File: config.mk
export PLATFORM = sky130hd
export DESIGN_NAME = sldg_top
export DESIGN_NICKNAME = d
export VERILOG_FILES = /design/src/rtl/sldg_pkg.sv /design/src/rtl/sldg_sync3.sv /design/src/rtl/sldg_satcnt.sv /design/src/rtl/sldg_top.sv
export SDC_FILE = /design/constraint.sdc
export NUM_CORES = 1
export LEC_CHECK = 0
export ABC_AREA = 1
export BUFFER_PORTS_ARGS = -buffer_cell sky130_fd_sc_hd__buf_2
export CAP_MARGIN = 20
export CORE_UTILIZATION = 53
export CTS_BUF_LIST = sky130_fd_sc_hd__clkbuf_16
export DETAILED_ROUTE_END_ITERATION = 10
export GPL_ROUTABILITY_DRIVEN = 0
export MAX_ROUTING_LAYER = met4
export PLACE_DENSITY = 0.77
export SLEW_MARGIN = 20
export SYNTH_ARGS = -nofsm -noshare
export SYNTH_HDL_FRONTEND = slang
export SYNTH_SLANG_ARGS = --single-unit
File: constraint.sdc
create_clock -name clk -period 7 [get_ports clk]
set_input_delay 2.1 -clock clk [delete_from_list [all_inputs] [get_ports clk]]
set_output_delay 2.1 -clock clk [all_outputs]
set_load 0.01 [all_outputs]
File: src/rtl/sldg_pkg.sv
// Shared constants and types of the serial link diagnostics and GPIO block
package sldg_pkg;

	// Register offsets
	localparam logic [7:0] ADDR_LOCAL_DATA = 8'h0D;
	localparam logic [7:0] ADDR_PIN_CTL    = 8'h0E;
	localparam logic [7:0] ADDR_SENS_CTL   = 8'h17;
	localparam logic [7:0] ADDR_SENS_GAIN  = 8'h18;
	localparam logic [7:0] ADDR_SENS_LIM   = 8'h1A;
	localparam logic [7:0] ADDR_ALM_FWD    = 8'h1E;
	localparam logic [7:0] ADDR_CLR_CTL    = 8'h49;
	localparam logic [7:0] ADDR_LINK_STS   = 8'h52;
	localparam logic [7:0] ADDR_PIN_STS    = 8'h53;
	localparam logic [7:0] ADDR_BIST_CNT   = 8'h54;
	localparam logic [7:0] ADDR_CRC_LO     = 8'h55;
	localparam logic [7:0] ADDR_CRC_HI     = 8'h56;
	localparam logic [7:0] ADDR_SENS_STS   = 8'h57;

	// Reset values
	localparam logic [7:0] REG_RST     = 8'h00;
	localparam logic [7:0] PIN_CTL_RST = 8'h0F;

	// Link status bits
	localparam int LS_CRC_ERR = 1;
	localparam int LS_PLL     = 2;
	localparam int LS_BIST    = 3;
	localparam int LS_RLOCK   = 6;

	// Clear-control bits, self-clearing
	localparam int CLR_CRC_BIT  = 3;
	localparam int CLR_BIST_BIT = 5;

	// Pin control and local data layout
	localparam int PIN_IE_LSB  = 0;
	localparam int PIN_OE_LSB  = 4;
	localparam int LD_VAL_LSB  = 0;
	localparam int LD_RSEL_LSB = 4;

	// Sensor control, limits, status and forwarding bits
	localparam int SC_VOLT_EN  = 1;
	localparam int SC_TEMP_EN  = 2;
	localparam int SC_PIN_SEL  = 3;
	localparam int LIM_LO_LSB  = 0;
	localparam int LIM_UP_LSB  = 4;
	localparam int SS_TEMP_LO  = 0;
	localparam int SS_TEMP_HI  = 1;
	localparam int SS_VOLT_LO  = 2;
	localparam int SS_VOLT_HI  = 3;
	localparam int SS_CODE_LSB = 4;
	localparam int SS_ALARM    = 7;
	localparam int AF_VOLT     = 0;
	localparam int AF_TEMP     = 1;
	localparam int CODE_W      = 3;

	// Back-channel frame: payload above a trailing CRC field
	localparam int             BC_FRAME_BITS = 30;
	localparam int             BC_CRC_W      = 6;
	localparam logic [5:0]     BC_CRC_POLY   = 6'h03;
	localparam logic [5:0]     BC_CRC_INIT   = 6'h3F;
	localparam int             BF_BIST       = 6;
	localparam int             BF_RLOCK      = 7;
	localparam int             BF_GPIO_LSB   = 8;

	// Forward test pattern generator
	localparam int              PRBS_W     = 15;
	localparam int              PRBS_TAP_A = 14;
	localparam int              PRBS_TAP_B = 13;
	localparam logic [14:0]     PRBS_SEED  = 15'h7FFF;

	// Back-channel receiver states, Gray along the frame path
	typedef enum logic [1:0] {
		BC_IDLE  = 2'h0,
		BC_SHIFT = 2'h1,
		BC_CHECK = 2'h3
	} sldg_bc_state_t;

endpackage

File: src/rtl/sldg_sync3.sv
// Three-stage input synchroniser with agreement filter
`timescale 1ns/1ps
module sldg_sync3 #(
	parameter int W = 8
) (
	// Clock and reset
	input  wire logic         clk,
	input  wire logic         rst_b,
	// Asynchronous inputs
	input  wire logic [W-1:0] async_in,
	// Filtered level
	output logic      [W-1:0] level
);

	typedef struct packed {
		logic [W-1:0] s1;
		logic [W-1:0] s2;
		logic [W-1:0] s3;
		logic [W-1:0] lvl;
	} sldg_sync_t;

	sldg_sync_t st_r;
	sldg_sync_t st_nxt;

	// Level follows only once stages two and three agree
	always_comb
	begin
		st_nxt     = st_r;
		st_nxt.s1  = async_in;
		st_nxt.s2  = st_r.s1;
		st_nxt.s3  = st_r.s2;
		st_nxt.lvl = (st_r.s2 & st_r.s3) | (st_r.lvl & (st_r.s2 | st_r.s3));
	end

	// State register
	always_ff @(posedge clk)
	begin
		if (!rst_b)
			st_r <= '0;
		else
			st_r <= st_nxt;
	end

	assign level = st_r.lvl;

endmodule

File: src/rtl/sldg_satcnt.sv
// Saturating event counter with synchronous clear
`timescale 1ns/1ps
module sldg_satcnt #(
	parameter int W = 8
) (
	// Clock and reset
	input  wire logic         clk,
	input  wire logic         rst_b,
	// Events
	input  wire logic         inc,
	input  wire logic         clr,
	// Count
	output logic      [W-1:0] count
);

	typedef struct packed {
		logic [W-1:0] cnt;
	} sldg_cnt_t;

	sldg_cnt_t st_r;
	sldg_cnt_t st_nxt;

	// Clear restarts from zero; an event in that cycle still counts
	always_comb
	begin
		st_nxt = st_r;
		if (clr)
			st_nxt.cnt = {{(W-1){1'b0}}, inc};
		else if (inc && st_r.cnt != {W{1'b1}})
			st_nxt.cnt = st_r.cnt + {{(W-1){1'b0}}, 1'b1};
	end

	// State register
	always_ff @(posedge clk)
	begin
		if (!rst_b)
			st_r <= '0;
		else
			st_r <= st_nxt;
	end

	assign count = st_r.cnt;
endmodule

File: src/rtl/sldg_top.sv
// Link diagnostics, self-test, sensor limits and GPIO register bank
// Operation
// Link status bit 2 shows forward PLL lock.
// Link status bit 6 shows remote receiver lock from back channel.
// Link status bit 1 sets on back-channel CRC error.
// Back-channel CRC errors counted in two byte registers 0x55, 0x56.
// Writing one to clear bit 3 zeroes the CRC error counter.
// During self-test, status bit 3 sets on self-test CRC error.
// Self-test error total readable in byte register 0x54.
// Writing one to clear bit 5 zeroes the self-test error counter.
// Each voltage and temperature measurement is a 3-bit code.
// Alarm raised when a code lies outside programmed limits.
// Either of the first two pins may be the sensed voltage.
// Sensor enable and sensed pin set in sensor control register.
// Sensor status bits 2 and 3 show voltage below or above limits.
// Enabled sensor alarms are forwarded over the control link.
// Self-test enable from back channel starts pseudo-random forward stream.
// During self-test every back-channel frame CRC is checked and counted.
// The remote receiver starts self-test only in synchronous clocking mode.
// Any pin may output a frame alignment slot from back channel.
// Four pins, read and controlled through three registers.
// Pin status register returns each pin level, input or output.
// After reset all pins are inputs; input enables in bits 3:0.
// Output enables in pin control bits 7:4, one per pin.
// Software never sets input and output enable of one pin together.
// Output pins may carry remote data, selected in local data register.
// Error counters saturate; counter clear bits clear themselves.
`timescale 1ns/1ps
module sldg_top #(
	parameter int NPINS = 4
) (
	// Clock and reset
	input  wire logic                           clk,
	input  wire logic                           rst_b,
	// Register port
	input  wire logic [7:0]                     reg_addr,
	input  wire logic [7:0]                     reg_wdata,
	input  wire logic                           reg_wr,
	input  wire logic                           reg_rd,
	output logic      [7:0]                     reg_rdata,
	// Forward link
	input  wire logic                           fwd_pll_lock_in,
	input  wire logic                           fwd_data_in,
	output logic                                fwd_tx_bit,
	output logic                                fwd_tx_test,
	output logic      [NPINS-1:0]               fwd_gpio,
	output logic      [1:0]                     sensor_alarm_fwd,
	// Back channel
	input  wire logic                           bc_clk,
	input  wire logic                           bc_data,
	input  wire logic                           bc_frame,
	// Sensor converters
	input  wire logic                           adc_valid,
	input  wire logic [sldg_pkg::CODE_W-1:0]    adc_volt0_code,
	input  wire logic [sldg_pkg::CODE_W-1:0]    adc_volt1_code,
	input  wire logic [sldg_pkg::CODE_W-1:0]    adc_temp_code,
	// General pins
	input  wire logic [NPINS-1:0]               gpio_in,
	output logic      [NPINS-1:0]               gpio_out,
	output logic      [NPINS-1:0]               gpio_oe
);

	localparam int NB_W = $clog2(sldg_pkg::BC_FRAME_BITS + 1);
	localparam int PL_W = sldg_pkg::BC_FRAME_BITS - sldg_pkg::BC_CRC_W;
	localparam int SY_W = NPINS + 4;

	typedef struct packed {
		sldg_pkg::sldg_bc_state_t      bst;
		logic [sldg_pkg::BC_FRAME_BITS-1:0] sh;
		logic [NB_W-1:0]               nbits;
		logic                          bclk_d;
		logic                          bist_on;
		logic                          rlock;
		logic [NPINS-1:0]              bc_gpio;
		logic                          fwd_pll_locked;
		logic                          crc_flag;
		logic                          selftest_error_flag;
		logic [7:0]                    local_data;
		logic [7:0]                    pin_ctl;
		logic [7:0]                    sens_ctl;
		logic [7:0]                    sens_gain;
		logic [7:0]                    sens_lim;
		logic [7:0]                    alm_fwd;
		logic [7:0]                    clr_ctl;
		logic [sldg_pkg::CODE_W-1:0]   vcode;
		logic [sldg_pkg::CODE_W-1:0]   tcode;
		logic [3:0]                    alarm;
		logic [1:0]                    alm_out;
		logic [sldg_pkg::PRBS_W-1:0]   prbs;
		logic                          tx_bit;
		logic                          tx_test;
		logic [NPINS-1:0]              gpo;
		logic [NPINS-1:0]              gpoe;
		logic [NPINS-1:0]              fgp;
		logic [7:0]                    rdata;
	} sldg_state_t;

	sldg_state_t                     st_r;
	sldg_state_t                     st_nxt;
	logic        [SY_W-1:0]          sy_lvl;
	logic        [NPINS-1:0]         pin_level_readback;
	logic                            lock_lvl;
	logic                            bclk_lvl;
	logic                            bdat_lvl;
	logic                            bfrm_lvl;
	logic                            frame_ok;
	logic                            crc_bad;
	logic                            bist_bad;
	logic                            wr_clr;
	logic                            backlink_error_count_clear;
	logic                            selftest_count_clear;
	logic        [15:0]              crc_cnt;
	logic        [7:0]               selftest_error_total;
	logic        [sldg_pkg::CODE_W-1:0] lim_lo;
	logic        [sldg_pkg::CODE_W-1:0] lim_up;

	// CRC over the frame payload, most significant bit first
	function automatic logic [5:0] crc6(input logic [PL_W-1:0] d);
		logic [5:0] c;
		c = sldg_pkg::BC_CRC_INIT;
		for (int i = PL_W - 1; i >= 0; i--)
		begin
			if (c[5] ^ d[i])
				c = {c[4:0], 1'b0} ^ sldg_pkg::BC_CRC_POLY;
			else
				c = {c[4:0], 1'b0};
		end
		return c;
	endfunction

	// Pin-side inputs enter through three stages
	sldg_sync3 #(
		.W (SY_W)
	) u_sync (
		.clk      (clk),
		.rst_b    (rst_b),
		.async_in ({gpio_in, bc_frame, bc_data, bc_clk, fwd_pll_lock_in}),
		.level    (sy_lvl)
	);

	assign lock_lvl           = sy_lvl[0];
	assign bclk_lvl           = sy_lvl[1];
	assign bdat_lvl           = sy_lvl[2];
	assign bfrm_lvl           = sy_lvl[3];
	assign pin_level_readback = sy_lvl[SY_W-1:4];

	// Frame check at the end of each back-channel frame
	assign frame_ok = st_r.bst == sldg_pkg::BC_CHECK
		&& st_r.nbits == NB_W'(sldg_pkg::BC_FRAME_BITS);
	assign crc_bad  = frame_ok
		&& crc6(st_r.sh[sldg_pkg::BC_FRAME_BITS-1:sldg_pkg::BC_CRC_W])
		!= st_r.sh[sldg_pkg::BC_CRC_W-1:0];
	assign bist_bad = crc_bad && st_r.bist_on;

	// Self-clearing counter clears from the clear-control register
	assign wr_clr                     = reg_wr && reg_addr == sldg_pkg::ADDR_CLR_CTL;
	assign backlink_error_count_clear = wr_clr && reg_wdata[sldg_pkg::CLR_CRC_BIT];
	assign selftest_count_clear       = wr_clr && reg_wdata[sldg_pkg::CLR_BIST_BIT];

	// Back-channel CRC error counter, two byte registers
	sldg_satcnt #(
		.W (16)
	) u_crc_cnt (
		.clk   (clk),
		.rst_b (rst_b),
		.inc   (crc_bad),
		.clr   (backlink_error_count_clear),
		.count (crc_cnt)
	);

	// Self-test error counter
	sldg_satcnt #(
		.W (8)
	) u_bist_cnt (
		.clk   (clk),
		.rst_b (rst_b),
		.inc   (bist_bad),
		.clr   (selftest_count_clear),
		.count (selftest_error_total)
	);

	assign lim_lo = st_r.sens_lim[sldg_pkg::LIM_LO_LSB +: sldg_pkg::CODE_W];
	assign lim_up = st_r.sens_lim[sldg_pkg::LIM_UP_LSB +: sldg_pkg::CODE_W];

	// Next-state logic for the whole block
	always_comb
	begin
		st_nxt        = st_r;
		st_nxt.bclk_d = bclk_lvl;

		// Back-channel frame receiver
		unique case (st_r.bst)
			sldg_pkg::BC_IDLE:
				if (bfrm_lvl)
				begin
					st_nxt.bst   = sldg_pkg::BC_SHIFT;
					st_nxt.nbits = '0;
				end
			sldg_pkg::BC_SHIFT:
			begin
				if (bclk_lvl && !st_r.bclk_d)
				begin
					st_nxt.sh = {st_r.sh[sldg_pkg::BC_FRAME_BITS-2:0], bdat_lvl};
					if (st_r.nbits != {NB_W{1'b1}})
						st_nxt.nbits = st_r.nbits + NB_W'(1);
				end
				if (!bfrm_lvl)
					st_nxt.bst = sldg_pkg::BC_CHECK;
			end
			sldg_pkg::BC_CHECK:
			begin
				st_nxt.bst = sldg_pkg::BC_IDLE;
				if (frame_ok && !crc_bad)
				begin
					st_nxt.bist_on = st_r.sh[sldg_pkg::BF_BIST];
					st_nxt.rlock   = st_r.sh[sldg_pkg::BF_RLOCK];
					st_nxt.bc_gpio = st_r.sh[sldg_pkg::BF_GPIO_LSB +: NPINS];
				end
			end
			default:
				st_nxt.bst = sldg_pkg::BC_IDLE;
		endcase

		// Status flags; a new error wins over a read clear
		st_nxt.fwd_pll_locked = lock_lvl;
		if (reg_rd && reg_addr == sldg_pkg::ADDR_LINK_STS)
		begin
			st_nxt.crc_flag            = 1'b0;
			st_nxt.selftest_error_flag = 1'b0;
		end
		if (crc_bad)
			st_nxt.crc_flag = 1'b1;
		if (bist_bad)
			st_nxt.selftest_error_flag = 1'b1;

		// Register writes
		if (reg_wr)
		begin
			unique case (reg_addr)
				sldg_pkg::ADDR_LOCAL_DATA: st_nxt.local_data = reg_wdata;
				sldg_pkg::ADDR_PIN_CTL:    st_nxt.pin_ctl    = reg_wdata;
				sldg_pkg::ADDR_SENS_CTL:   st_nxt.sens_ctl   = reg_wdata;
				sldg_pkg::ADDR_SENS_GAIN:  st_nxt.sens_gain  = reg_wdata;
				sldg_pkg::ADDR_SENS_LIM:   st_nxt.sens_lim   = reg_wdata;
				sldg_pkg::ADDR_ALM_FWD:    st_nxt.alm_fwd    = reg_wdata;
				sldg_pkg::ADDR_CLR_CTL:
				begin
					st_nxt.clr_ctl                        = reg_wdata;
					st_nxt.clr_ctl[sldg_pkg::CLR_CRC_BIT]  = 1'b0;
					st_nxt.clr_ctl[sldg_pkg::CLR_BIST_BIT] = 1'b0;
				end
				default: ;
			endcase
		end

		// Sensor sampling and limit compare
		if (adc_valid)
		begin
			st_nxt.vcode = st_r.sens_ctl[sldg_pkg::SC_PIN_SEL] ? adc_volt1_code
				: adc_volt0_code;
			st_nxt.tcode = adc_temp_code;
		end
		st_nxt.alarm = '0;
		if (st_r.sens_ctl[sldg_pkg::SC_VOLT_EN])
		begin
			st_nxt.alarm[sldg_pkg::SS_VOLT_LO] = st_r.vcode < lim_lo;
			st_nxt.alarm[sldg_pkg::SS_VOLT_HI] = st_r.vcode > lim_up;
		end
		if (st_r.sens_ctl[sldg_pkg::SC_TEMP_EN])
		begin
			st_nxt.alarm[sldg_pkg::SS_TEMP_LO] = st_r.tcode < lim_lo;
			st_nxt.alarm[sldg_pkg::SS_TEMP_HI] = st_r.tcode > lim_up;
		end
		st_nxt.alm_out[sldg_pkg::AF_VOLT] = st_r.alm_fwd[sldg_pkg::AF_VOLT]
			&& (st_r.alarm[sldg_pkg::SS_VOLT_LO] || st_r.alarm[sldg_pkg::SS_VOLT_HI]);
		st_nxt.alm_out[sldg_pkg::AF_TEMP] = st_r.alm_fwd[sldg_pkg::AF_TEMP]
			&& (st_r.alarm[sldg_pkg::SS_TEMP_LO] || st_r.alarm[sldg_pkg::SS_TEMP_HI]);

		// Forward stream: pattern during self-test, payload otherwise
		st_nxt.tx_test = st_r.bist_on;
		if (st_r.bist_on)
		begin
			st_nxt.prbs   = {st_r.prbs[sldg_pkg::PRBS_W-2:0],
				st_r.prbs[sldg_pkg::PRBS_TAP_A] ^ st_r.prbs[sldg_pkg::PRBS_TAP_B]};
			st_nxt.tx_bit = st_r.prbs[sldg_pkg::PRBS_W-1];
		end
		else
		begin
			st_nxt.prbs   = sldg_pkg::PRBS_SEED;
			st_nxt.tx_bit = fwd_data_in;
		end

		// Pin drive: local value or back-channel slot per pin
		for (int i = 0; i < NPINS; i++)
		begin
			st_nxt.gpo[i]  = st_r.local_data[sldg_pkg::LD_RSEL_LSB + i] ? st_r.bc_gpio[i]
				: st_r.local_data[sldg_pkg::LD_VAL_LSB + i];
			st_nxt.gpoe[i] = st_r.pin_ctl[sldg_pkg::PIN_OE_LSB + i];
			st_nxt.fgp[i]  = st_r.pin_ctl[sldg_pkg::PIN_IE_LSB + i]
				&& pin_level_readback[i];
		end

		// Register reads
		st_nxt.rdata = sldg_pkg::REG_RST;
		if (reg_rd)
		begin
			unique case (reg_addr)
				sldg_pkg::ADDR_LOCAL_DATA: st_nxt.rdata = st_r.local_data;
				sldg_pkg::ADDR_PIN_CTL:    st_nxt.rdata = st_r.pin_ctl;
				sldg_pkg::ADDR_SENS_CTL:   st_nxt.rdata = st_r.sens_ctl;
				sldg_pkg::ADDR_SENS_GAIN:  st_nxt.rdata = st_r.sens_gain;
				sldg_pkg::ADDR_SENS_LIM:   st_nxt.rdata = st_r.sens_lim;
				sldg_pkg::ADDR_ALM_FWD:    st_nxt.rdata = st_r.alm_fwd;
				sldg_pkg::ADDR_CLR_CTL:    st_nxt.rdata = st_r.clr_ctl;
				sldg_pkg::ADDR_LINK_STS:
				begin
					st_nxt.rdata[sldg_pkg::LS_CRC_ERR] = st_r.crc_flag;
					st_nxt.rdata[sldg_pkg::LS_PLL]     = st_r.fwd_pll_locked;
					st_nxt.rdata[sldg_pkg::LS_BIST]    = st_r.selftest_error_flag;
					st_nxt.rdata[sldg_pkg::LS_RLOCK]   = st_r.rlock;
				end
				sldg_pkg::ADDR_PIN_STS:
					st_nxt.rdata[NPINS-1:0] = pin_level_readback;
				sldg_pkg::ADDR_BIST_CNT:   st_nxt.rdata = selftest_error_total;
				sldg_pkg::ADDR_CRC_LO:     st_nxt.rdata = crc_cnt[7:0];
				sldg_pkg::ADDR_CRC_HI:     st_nxt.rdata = crc_cnt[15:8];
				sldg_pkg::ADDR_SENS_STS:
				begin
					st_nxt.rdata[3:0] = st_r.alarm;
					st_nxt.rdata[sldg_pkg::SS_CODE_LSB +: sldg_pkg::CODE_W] = st_r.vcode;
					st_nxt.rdata[sldg_pkg::SS_ALARM] = |st_r.alarm;
				end
				default: ;
			endcase
		end
	end

	// State register; all pins start as inputs
	always_ff @(posedge clk)
	begin
		if (!rst_b)
		begin
			st_r         <= '0;
			st_r.pin_ctl <= sldg_pkg::PIN_CTL_RST;
			st_r.prbs    <= sldg_pkg::PRBS_SEED;
		end
		else
			st_r <= st_nxt;
	end

	// Outputs straight from state
	assign reg_rdata        = st_r.rdata;
	assign fwd_tx_bit       = st_r.tx_bit;
	assign fwd_tx_test      = st_r.tx_test;
	assign fwd_gpio         = st_r.fgp;
	assign sensor_alarm_fwd = st_r.alm_out;
	assign gpio_out         = st_r.gpo;
	assign gpio_oe          = st_r.gpoe;
endmodule

==> run metrics <==
main flop type after synthesis=dfxtp_1; global route hottest layer=met2; Port Buffer Count=62; final max-slew violation count=0; Synth area leaders=dfxtp_1, inv_1, nand2_1, a21oi_1, o21ai_0; CTS H-tree lvls=1; Total Die Area=0.0183 mm²; number of buffers created by CTS=22; Post-CTS Hold Buffers=0; worst setup path class=input port to flip-flop; final worst path period share=0.576; clk slew on worst S/H paths=60 ps; Crit path arrival time=4420 ps; initial antenna violation count=0; DR pass1 iterations=5; Clock Skew=14.9 ps; fin nets=1340; routing usage on met2=0.374; die width=135 µm; Layout area overhead=10.5%; die height=135 µm; Starting Density=0.543; Cells after Synth=1256; Sink Count=206; Power per Cell Area=228 mW/mm²; routing usage on met1=0.338; via/cell ratio=5.37; Synth top cells by count=dfxtp_1, inv_1, nand2_1; top cell type's share of synthesized area=0.438; CP most frequent cell=nor2_1; Worst path max stage delay=630 ps; Gates resized, CTS repair=0; share of layout cells above drive strength 1=0.138; Setup Viol. Count Final=0; GRT overflow=0; Final HPWL DP=15700 µm; Rel. slew slack=0.251; outcome=complete, no violations; Worst-Margin Slew=1110 ps; CTS root buf=clkbuf_16; crit path buf inv count=2; Min-Delay Path Class=flip-flop to flip-flop; Core Rows=48; ant diodes=0; fin crit period=4040 ps; Achievable Freq=248 MHz; EDFF count, synth=0; Final Hold Vio Count=0; vias in the first global route=7145; Comb pwr share=0.032; synthesized net count=1310; met3 Use GR=0.0352; Switching Fraction=0.222; total power=2380 µW; sequential-to-total area share from yosys stat=0.438; worst skew pair latency=520 ps; placed cell count=1487; Yosys cell types=46; CTS tree=done; Syn Std Cell Area=0.00942 mm²; Crit path required time=7380 ps; total I/O pin count=63; Peak VDD IR=232 µV; most numerous cell in the Yosys netlist=dfxtp_1; Net Sw Power=527 µW; DRC errors left=0; routed wire length=22100 µm; GRT Util Overall=0.248; async set or reset register ratio after synthesis=0; Synth warnings=0; leak pwr=0.00445 µW; Flop pwr share=0.499; Clock Path Buffers=3; CP max FO=13; Post-Layout Cell Count=1527; CP max stage cell=nor2_1; worst path cell trace=buf_2, nor2_1, inv_1, nor3_1, nand3_1, nor2_1, nand2_1, o21ai_0, a21oi_1; Yosys reg bits=206; max cap viols=0; Routed wire per std cell=14.5 µm; largest net degree at the start of global routing=91; setup TNS=0 ps; RSZ-0062 raised after global routing=false; initial drt markers=877; Clock power frac=0.468; P_int=1850 µW; post-synthesis average cell area=7.50 µm²; Synth area leader=dfxtp_1; area of the core=0.0174 mm²; Post-DRT Antenna Nets=0; final core occ=0.600; Post-CTS Setup Bufs=0; global-route wire length before repair=35000 µm; total number of vias=8204; Worst setup SP type=input port; Top delay family on crit path=simple AND/OR/NAND/NOR gates; crit end category=flip-flop
-- power by group through the flow --
stage | Sequential (µW) | Clock, µW | Combinational (µW)
6_report | 1190 | 1110 | 76.9
5_1_grt | 1190 | 1170 | 84.8
4_1_cts | 1190 | 1130 | 75.9
3_5_place_dp | 1210 | 0 | 74.9
3_3_place_gp | 1210 | 0 | 73.3
2_1_floorplan | 1210 | 0 | 45.4
-- routing by layer --
layer	up-vias	routed length, µm
met5	-	0
met3	49	1700
met2	290	9700
li1	4159	-
met4	0	669
met1	3706	10000
-- through the flow --
| stage | setup WS, ps | hold slack [ps] | instance area [µm²] |
|---|---|---|---|
| 2_1_floorplan | 3210 | 390 | 9420 |
| 3_3_place_gp | 2650 | 392 | 9720 |
| 3_5_place_dp | 2580 | 397 | 9720 |
| 4_1_cts | 3100 | 411 | 10400 |
| 5_1_grt | 2760 | 420 | 10400 |
| 6_report | 2960 | 410 | 10400 |
-- cell type report --
class / instances / area, µm²
clock inverters: 18 / 143
flip-flops and latches: 206 / 4120
inverters: 204 / 773
repair buffers: 65 / 335
clock buffers: 22 / 551
well taps: 225 / 282
multi-input cells: 787 / 4200
fillers: 1548 / 6950
-- worst reg2reg max path, stage by stage, from the launching register on --
cell and delay, ps:
dfxtp_1 330, inv_1 50, nor2_1 170, inv_1 120
nor3_2 110, buf_4 400, inv_1 320, o21ai_0 520
inv_1 190, nor2_1 150, xnor2_1 130, nor2_1 50
-- cells in the final DEF (no fill, tap or decap), drive strengths merged --
master      n
clkbuf     22
nand2     218
a311oi      2
a21oi     123
xor2       16
or2        13
nor2      100
a2111oi     2
nor3       24
buf        65
o2bb2ai     1
nor4        7
o21bai      2
a221oi     17
o21a        3
dfxtp     206
o21ai      97
clkinvlp    2
bufinv      2
nand3      84
and3        1
nand4       6
a31oi       4
o31ai       1
ha         15
clkinv     12
o22ai      21
inv       206
nand3b      5
o211a       1
xnor2       6
o211ai      3
a211oi     15
-- logic make-up after synthesis --
group	synth area share
AO/OA/AOI/OAI	0.178
XOR/XNOR	0.0212
adder cells (fa/ha/maj)	0.0199
buffers and inverters	0.117
flip-flops	0.438
AND/OR/NAND/NOR	0.226
-- path summary, 6_finish.rpt --
check	cells after the start	from	slack, ps	to
setup / recovery	9	reg_addr[7]	2960	st_r[58]
hold reg to reg	1	st_r[32]	410	st_r[33]
hold / removal	1	st_r[32]	410	st_r[33]
setup reg to reg	11	st_r[150]	4360	st_r[118]
-- state kept, by name, indices dropped and copies added, names as in the netlist, 5 cells and up --
register          flops
u_sync.st_r           8
u_sync.level          8
st_r                115
u_sync.st_nxt        16
st_nxt                5
u_bist_cnt.count      8
u_crc_cnt.count      16
reg_rdata             8
(Power assumes the default switching activity.)
